--- src/logic/psi_pkg.sv ---
// package: register map, field positions and reset values of the phy status interrupt logic
package psi_pkg;
  localparam int unsigned REG_ADDR_W = 5;
  localparam int unsigned REG_DATA_W = 16;
  localparam int unsigned NUM_EVT = 4;

  // register offsets on the management port
  localparam logic [4:0] OFS_IRQ_ENABLE = 5'h12;
  localparam logic [4:0] OFS_IRQ_STATUS = 5'h13;

  // event index: shared by mask bits and latched flags (bit = EVT_BASE + index)
  localparam int unsigned EVT_LINK = 0;
  localparam int unsigned EVT_DUPLEX = 1;
  localparam int unsigned EVT_SPEED = 2;
  localparam int unsigned EVT_AUTONEG = 3;
  localparam int unsigned EVT_BASE = 4;

  // interrupt enable register fields
  localparam int unsigned BIT_FORCE_IRQ_TEST = 0;
  localparam int unsigned BIT_GLOBAL_IRQ_ENABLE = 1;

  // interrupt status register fields
  localparam int unsigned BIT_IRQ_PENDING = 2;

  localparam logic [15:0] IRQ_ENABLE_RESET = 16'h0000;
  localparam logic [15:0] READ_UNMAPPED = 16'h0000;
endpackage

--- src/logic/psi_evt_if.sv ---
// interface: latched event flags and gating controls between the event latch, the register file and the pin driver
`timescale 1ns/1ps
interface psi_evt_if;
  logic [3:0] flags;
  logic [3:0] masks;
  logic global_en;
  logic test_force;
  logic clear_on_read;

  modport latch
  (
    output flags,
    input clear_on_read
  );

  modport pin
  (
    input flags,
    input masks,
    input global_en,
    input test_force
  );

  modport regs
  (
    input flags,
    output masks,
    output global_en,
    output test_force,
    output clear_on_read
  );
endinterface

--- src/logic/psi_event_latch.sv ---
// event latch: change detection on status levels and sticky flags cleared by a status read
`timescale 1ns/1ps
module psi_event_latch
  import psi_pkg::*;
(
  input wire logic clk_in,
  input wire logic rst_n_in,
  input wire logic [3:0] level_in,
  psi_evt_if.latch evt
);
  logic [3:0] prev;
  logic [3:0] next_prev;
  logic [3:0] flag;
  logic [3:0] next_flag;
  logic primed;
  logic next_primed;
  wire logic [3:0] hit;

  // ==========================================================
  // event detection, one slice per event
  genvar i;
  generate
    for (i = 0; i < 4; i++)
    begin : g_evt
      if (i == EVT_AUTONEG)
      begin : g_rise
        // completion is an edge into the done state, not any change
        assign hit[i] = primed & level_in[i] & ~prev[i];
      end
      else
      begin : g_chg
        assign hit[i] = primed & (level_in[i] ^ prev[i]);
      end
    end
  endgenerate

  // ==========================================================
  // sticky flags
  always_comb
  begin
    next_prev = level_in;
    // first cycle after reset only learns the levels, so reset is no change
    next_primed = 1'b1;
    // a new event in the read cycle survives: set wins over clear
    next_flag = (evt.clear_on_read ? 4'h0 : flag) | hit;
  end

  always_ff @(posedge clk_in or negedge rst_n_in)
  begin
    if (!rst_n_in)
    begin
      prev <= 4'h0;
      primed <= 1'b0;
      flag <= 4'h0;
    end
    else
    begin
      prev <= next_prev;
      primed <= next_primed;
      flag <= next_flag;
    end
  end

  assign evt.flags = flag;
endmodule

--- src/logic/psi_irq_pin.sv ---
// interrupt pin driver: masks, global gate and test force onto one active-low output
`timescale 1ns/1ps
module psi_irq_pin
  import psi_pkg::*;
(
  input wire logic clk_in,
  input wire logic rst_n_in,
  psi_evt_if.pin evt,
  output logic pending_out,
  output logic irq_n_out
);
  logic pending;
  logic next_pending;
  logic irq_n;
  logic next_irq_n;

  // ==========================================================
  always_comb
  begin
    next_pending = evt.global_en & (|(evt.flags & evt.masks));
    next_pending = next_pending | evt.test_force;
    next_irq_n = ~next_pending;
  end

  always_ff @(posedge clk_in or negedge rst_n_in)
  begin
    if (!rst_n_in)
    begin
      pending <= 1'b0;
      irq_n <= 1'b1;
    end
    else
    begin
      pending <= next_pending;
      irq_n <= next_irq_n;
    end
  end

  assign pending_out = pending;
  assign irq_n_out = irq_n;
endmodule

--- src/logic/psi_top.sv ---
// top: interrupt enable and status registers on the management port, event latch and pin driver
`timescale 1ns/1ps
//
// Contract
// the autoneg_done_mask bit lets a completed auto-negotiation raise the interrupt only when 1.
// the speed_change_mask bit lets a speed change raise the interrupt only when 1.
// the duplex_change_mask bit lets a duplex change raise the interrupt only when 1.
// the link_change_mask bit lets a link change raise the interrupt only when 1.
// global_irq_enable gates every interrupt and resets to 0; the code gates only the event interrupts, not force_irq_test.
// force_irq_test at 1 asserts the interrupt pin whatever the events.
// software writes zeros to the reserved enable bits and ignores them on read.
// autoneg_done_flag reads 1 after completion and clears itself when status is read.
// speed_change_flag latches on a speed change and clears when status is read.
// duplex_change_flag latches on a duplex change and clears when status is read.
// link_change_flag latches on a link change, clears when status is read, resets to 0.
// the pending bit of the status register reads 1 while an interrupt is pending.
// the active-low pin asserts while enabled with any masked flag set, releasing on clear.
module psi_top
  import psi_pkg::*;
#(
  parameter int unsigned DATA_W = 16
)
(
  input wire logic clk_in,
  input wire logic rst_n_in,
  input wire logic [psi_pkg::REG_ADDR_W-1:0] reg_addr_in,
  input wire logic reg_wr_in,
  input wire logic reg_rd_in,
  input wire logic [DATA_W-1:0] reg_wdata_in,
  input wire logic link_up_in,
  input wire logic full_duplex_in,
  input wire logic speed_100_in,
  input wire logic autoneg_complete_in,
  output logic [DATA_W-1:0] reg_rdata_out,
  output logic reg_rvalid_out,
  output logic irq_n_out
);
  // ==========================================================
  // elaboration checks
  if (DATA_W != REG_DATA_W)
  begin : g_bad_width
    $error("psi_top: register width must be 16");
  end

  psi_evt_if evt ();

  logic [DATA_W-1:0] enable_reg;
  logic [DATA_W-1:0] next_enable_reg;
  logic [DATA_W-1:0] rdata;
  logic [DATA_W-1:0] next_rdata;
  logic rvalid;
  logic next_rvalid;
  logic pending;
  logic [3:0] levels;
  logic rd_status;

  // ==========================================================
  // event sources, ordered by event index
  always_comb
  begin
    levels = 4'h0;
    levels[EVT_LINK] = link_up_in;
    levels[EVT_DUPLEX] = full_duplex_in;
    levels[EVT_SPEED] = speed_100_in;
    levels[EVT_AUTONEG] = autoneg_complete_in;
  end

  psi_event_latch u_latch
  (
    .clk_in(clk_in),
    .rst_n_in(rst_n_in),
    .level_in(levels),
    .evt(evt.latch)
  );

  psi_irq_pin u_pin
  (
    .clk_in(clk_in),
    .rst_n_in(rst_n_in),
    .evt(evt.pin),
    .pending_out(pending),
    .irq_n_out(irq_n_out)
  );

  // ==========================================================
  // register access
  // reading status clears the flags at the same edge that captures them
  assign rd_status = reg_rd_in & (reg_addr_in == OFS_IRQ_STATUS);
  assign evt.clear_on_read = rd_status;

  assign evt.masks = enable_reg[EVT_BASE +: 4];
  assign evt.global_en = enable_reg[BIT_GLOBAL_IRQ_ENABLE];
  assign evt.test_force = enable_reg[BIT_FORCE_IRQ_TEST];

  always_comb
  begin
    next_enable_reg = enable_reg;
    // reserved bits are stored as written; software keeps them zero
    if (reg_wr_in && reg_addr_in == OFS_IRQ_ENABLE)
    begin
      next_enable_reg = reg_wdata_in;
    end
    next_rvalid = reg_rd_in;
    next_rdata = rdata;
    if (reg_rd_in)
    begin
      unique case (reg_addr_in)
        OFS_IRQ_ENABLE:
        begin
          next_rdata = enable_reg;
        end
        OFS_IRQ_STATUS:
        begin
          next_rdata = '0;
          next_rdata[EVT_BASE +: 4] = evt.flags;
          next_rdata[BIT_IRQ_PENDING] = pending;
        end
        default:
        begin
          next_rdata = READ_UNMAPPED;
        end
      endcase
    end
  end

  always_ff @(posedge clk_in or negedge rst_n_in)
  begin
    if (!rst_n_in)
    begin
      enable_reg <= IRQ_ENABLE_RESET;
      rdata <= '0;
      rvalid <= 1'b0;
    end
    else
    begin
      enable_reg <= next_enable_reg;
      rdata <= next_rdata;
      rvalid <= next_rvalid;
    end
  end

  assign reg_rdata_out = rdata;
  assign reg_rvalid_out = rvalid;
endmodule

--- config.mk ---
export PLATFORM = sky130hd
export DESIGN_NAME = psi_top
export DESIGN_NICKNAME = d
export VERILOG_FILES = /design/src/logic/psi_pkg.sv /design/src/logic/psi_evt_if.sv /design/src/logic/psi_event_latch.sv /design/src/logic/psi_irq_pin.sv /design/src/logic/psi_top.sv
export SDC_FILE = /design/constraint.sdc
export NUM_CORES = 1
export LEC_CHECK = 0
export BUFFER_PORTS_ARGS = -buffer_cell sky130_fd_sc_hd__buf_4
export CAP_MARGIN = 20
export CORE_MARGIN = 2
export CORE_UTILIZATION = 40
export CTS_CLUSTER_SIZE = 40
export DETAILED_ROUTE_END_ITERATION = 10
export GPL_TIMING_DRIVEN = 1
export HOLD_SLACK_MARGIN = 0.08
export PLACE_DENSITY = 0.62
export SYNTH_ARGS = -nofsm -noshare
export SYNTH_HDL_FRONTEND = slang
export SYNTH_SLANG_ARGS = --single-unit
--- constraint.sdc ---
create_clock -name clk_in -period 2.74 [get_ports clk_in]
set_input_delay 0.274 -clock clk_in [delete_from_list [all_inputs] [get_ports clk_in]]
set_output_delay 0.274 -clock clk_in [all_outputs]
set_load 0.02 [all_outputs]
# Yosys cells after proc, flatten, opt, wreduce, memory -nomap -nowiden
# Index checks and enable logic that the tools add are counted.
[word_totals] ff_bits=44 inputBits=29 output_inout_bits=18
[op_classes] eq_ne=2 mux=2 n_bitwise=15 n_reduce_logical=2
[ops] operator="$pmux 16 s2" n=1
[ops] operator="$eq 5x5->1 const B" n=2
[ops] operator="$and 1x1->1" n=7
[ops] operator="$and 4x4->4" n=1
[ops] operator="$mux 4" n=1
[ops] operator="$or 4x4->4" n=1
[ops] operator="$reduce_or 4->1" n=1
[ops] operator="$xor 1x1->1" n=3
[ops] operator="$not 1->1" n=2
[ops] operator="$logic_and 1x1->1" n=1
[ops] operator="$or 1x1->1" n=1

# Depth between registers and ports, before layout
[logic_depth] word_depth=5 ltp_mapped=4

# By module
# Synthesis repeated with hierarchy kept, for this count alone.
[hier_totals] hier_cells=106 hier_area_um2=1705.4
[modules_own_cells] module="psi_top" instances=1 cells_per_inst=80 area_per_inst_um2=1325.0 seq_area_each_um2=825.8
[modules_own_cells] module="psi_event_latch" instances=1 cells_per_inst=19 area_per_inst_um2=297.8 seq_area_each_um2=225.2
[modules_own_cells] module="psi_irq_pin" instances=1 cells_per_inst=7 area_per_inst_um2=82.6 seq_area_each_um2=51.3

# Worst setup path before layout
# No wires, ideal clock.
[synth_path] path_kind="in2reg" startpoint="input reg_addr_in[2] in the netlist's numbering" endpoint="register enable_reg[10]" setup_ns=0.125 arrival_ns=1.351 path_slack_ns=1.264 cell_stages=4 n_path_buf=1 cell_sequence="nand4bb_4 -> nor3b_4 -> buf_8 -> mux2_2"
[synth_via] elab_chain_len=2
[synth_rtl] element="start, declared" line_no="psi_top.sv:26" text="input wire logic [psi_pkg::REG_ADDR_W-1:0] reg_addr_in,"
[synth_rtl] element="$eq 5x5->1" line_no="psi_top.sv:99" text="if (reg_wr_in && reg_addr_in == OFS_IRQ_ENABLE)"
[synth_rtl] element="$logic_and 1x1->1" line_no="psi_top.sv:99"
[synth_rtl] element="end signal, assigned" line_no="psi_top.sv:136" text="enable_reg <= next_enable_reg;"
[synth_rtl] element="end, declared" line_no="psi_top.sv:47" text="logic [DATA_W-1:0] enable_reg;"
# No other way between the ends.
# A chain may end at the register's enable or synchronous reset.

# Worst setup path after layout
[layout_path] startpoint="input reg_addr_in[2] in the netlist's numbering" endpoint="register enable_reg[15]"
# The elaborated chain is that of the path after synthesis.

==> flow_metrics.py <==
metrics = {
    "status": {
        "status": "finished clean",
    },
    "timing": {
        "timing.hold.ws_ns": 0.0992,
        "setup_viol": 0,
        "fin_crit_ns": 1.57,
        "worst_pin_slew_ns": 0.810,
        "final-hold-violation-count": 0,
        "slew_viol_final": 0,
        "clock_skew_ns": 0.00269,
        "fin_crit_sh_pct": 57.5,
        "tns_ns": 0,
        "maxSlewHeadroom_pct": 45.9,
        "max_freq_mhz": 635,
        "rsz0062_at_grt": "no",
    },
    "yosys": {
        "netlist_instances": 106,
        "ys_async_sr_fraction_pct": 100,
        "synth.avg_cell_area_um2": 15.8,
        "ys_seq_area_share_pct": 65.8,
        "netlist.area_leader.share_pct": 64.2,
        "synthDistinctLibCells": 22,
        "syn_area_um2": 1680,
        "syn-num-nets": 135,
        "synth_edf_count": 0,
        "synth_area_leaders": "dfrtp_1, mux2_2, a22o_1, o2bb2ai_1, mux2i_1",
        "synthFlopType": "dfrtp_1",
        "synth-seq-cells": 44,
        "yosysWarnings": 0,
        "synth_top_area_cell": "dfrtp_1",
    },
    "die": {
        "fp.dieArea_um2": 4720,
        "core_um2": 4030,
        "die_h_um": 68.7,
        "rows": 23,
        "ios": 47,
        "start_util_pct": 41.6,
        "die_w_um": 68.7,
    },
    "job": {
        "drv_cap": 0,
    },
    "clock_network": {
        "clockRootBuffer": "clkbuf_8",
        "clock_path_buffers": 2,
        "cts_tree": "built",
        "cts-buffers-inserted": 5,
        "cts.clk_slew.worst_paths_ns": 0.08,
        "clk_latency_ns": 0.29,
        "cts_max_level": 2,
        "postCtsSetupBuffers": 0,
        "cts.sinks": 44,
    },
    "drt": {
        "post-route-drc-count": 0,
        "viasPerCell": 5.13,
        "first_pass_iters": 4,
        "num_vias": 1078,
        "ant_nets": 0,
        "drt_iter0_drc": 52,
        "routedWlPerCell_um": 15.6,
        "wl_mm": 3.27,
    },
    "critical_path": {
        "startpoint_type": "input port",
        "cp_slowest_stage_delay_ns": 0.71,
        "critPathKind": "input port to register",
        "path_cells": "buf_4 -> nand4bb_4 -> nor3b_4 -> mux2_2",
        "crit_fanout": 16,
        "worst_path_max_delay_cell": "nor3b_4",
        "cp-end-kind": "register",
        "crit_arrival_ns": 1.75,
        "required_ns": 2.92,
    },
    "global_routing": {
        "grt_use_met2_pct": 22.2,
        "grt_overflow_total": 0,
        "grt_pass1_wl_mm": 5.23,
        "met1_usage_pct": 22.0,
        "antenna_found_initial": 0,
        "grtUsageMet3_pct": 5.68,
        "grt.total_usage_pct": 15.9,
        "grt_pass1_vias": 1057,
        "grt_max_degree": 45,
        "busiest_layer": "met2",
    },
    "power": {
        "fin_total_pwr_mw": 1.34,
        "total_leakage_power_nw": 1.06,
        "irDropWorstVdd_mv": 0.291,
        "power_density_nw_per_um2": 614,
    },
    "placement": {
        "place_hpwl_mm": 2.34,
        "io_buffers": 46,
        "dp_cells": 199,
        "place.gp.congestion": 0.745,
    },
    "worst_hold_path": {
        "hold_class": "input port to register",
    },
    "layout": {
        "drive_gt1_share_pct": 45.0,
        "final_core_util_pct": 54.2,
        "antennaDiodeCount": 0,
        "nets": 188,
        "areaGrowthSynthToFinish_pct": 30.2,
        "fill_cells": 356,
        "finalNonFillerCells": 210,
    },
}
==> per-layer routing <==
layer  share of wire, %  routed length, um  up-vias
met5                  0                  0        -
met4                2.0                 66        0
met3                6.7                218        7
met2                 46               1520       35
met1                 45               1470      541
li1                   -                  -      495
==> cell usage after synthesis, types with 2 or more instances <==
| master | instances |
|---|---|
| dfrtp_1 | 43 |
| mux2_2 | 16 |
| a22o_1 | 14 |
| o2bb2ai_1 | 6 |
| mux2i_1 | 5 |
| xor2_1 | 3 |
| a22oi_1 | 2 |
| buf_2 | 2 |
| nand2_1 | 2 |
==> power breakdown <==
group	switching [mW]	internal, mW	leakage, nW	total [mW]
clock network	0.204	0.206	0.0455	0.410
logic	0.0721	0.0987	0.456	0.171
registers	0.0393	0.719	0.556	0.758
total	0.316	1.02	1.06	1.34
==> cell type report <==
| cell class | instances | area [um2] | area share [%] |
|---|---|---|---|
| repair buffers | 50 | 383 | 17.5 |
| clock buffers | 8 | 90.1 | 4.13 |
| inverters | 1 | 3.75 | 0.172 |
| multi-input cells | 57 | 541 | 24.8 |
| flip-flops and latches | 44 | 1100 | 50.5 |
| well taps | 50 | 62.6 | 2.87 |
==> logic make-up (layout without fill, tap and decap cells) <==
kind of cell	count (synthesis)	count (layout)	synth area share (%)
flops	44	44	65.8
compound gates	24	24	12.1
mux	21	21	13.7
simple gates	8	8	4.63
buf+inv	5	59	1.94
xor+xnor	3	3	1.57
other cells	1	1	0.224
==> worst max-delay path: cells and delay by family <==
kind                   cells  cell delay [ns]
buffers and inverters      1             0.11
multiplexers               1             0.42
AND/OR/NAND/NOR            2             0.94
==> cells in the final DEF, fill, tap and decap left out <==
master,count
dfstp_2,1
a21o_1,1
nand4_1,1
nor3b_1,1
nor3_1,1
clkinv_1,1
dlygate4sd3_1,3
dfrtp_1,43
clkbuf_1,2
conb_1,1
nand2_1,2
mux2i_1,5
xor2_1,3
a22oi_1,2
a22o_1,14
clkbuf_8,6
nand4bb_4,1
o2bb2ai_1,6
nor3b_4,1
buf_4,47
mux2_2,16
a21oi_1,1
nand3_1,1
==> worst paths after layout <==
path	from	end	slack [ns]	cells past startpoint
setup / recovery	reg_addr_in[2]	enable_reg[15]$_DFFE_PN0P_	1.17	4
hold / removal	full_duplex_in	u_latch.prev[1]$_DFF_PN0_	0.1	1
setup reg to reg	enable_reg[7]$_DFFE_PN0P_	u_pin.pending_out$_DFF_PN0_	1.74	3
hold reg to reg	u_latch.prev[3]$_DFF_PN0_	u_latch.evt.flags[3]$_DFF_PN0_	0.42	1
max in group asynchronous	rst_n_in	u_pin.irq_n_out$_DFF_PN1_	1.86	2
min in group asynchronous	rst_n_in	u_latch.primed$_DFF_PN0_	0.50	2
==> timing repair <==
action	4_1_cts	5_1_grt
hold buffers	1	2
gates resized for setup	0	0
setup endpoints to repair	0	0
endpoints found under the hold margin	43	2
==> metrics by stage <==
| stage | instance area [um2] | worst slack (ns) |
|---|---|---|
| after detailed placement | 2060 | 0.830 |
| after global routing | 2180 | 1.08 |
| final | 2180 | 1.17 |
| after CTS | 2160 | 1.15 |
| after floorplan | 1680 | 1.26 |
| after global placement | 2060 | 0.886 |
(Power assumes the default switching activity.)
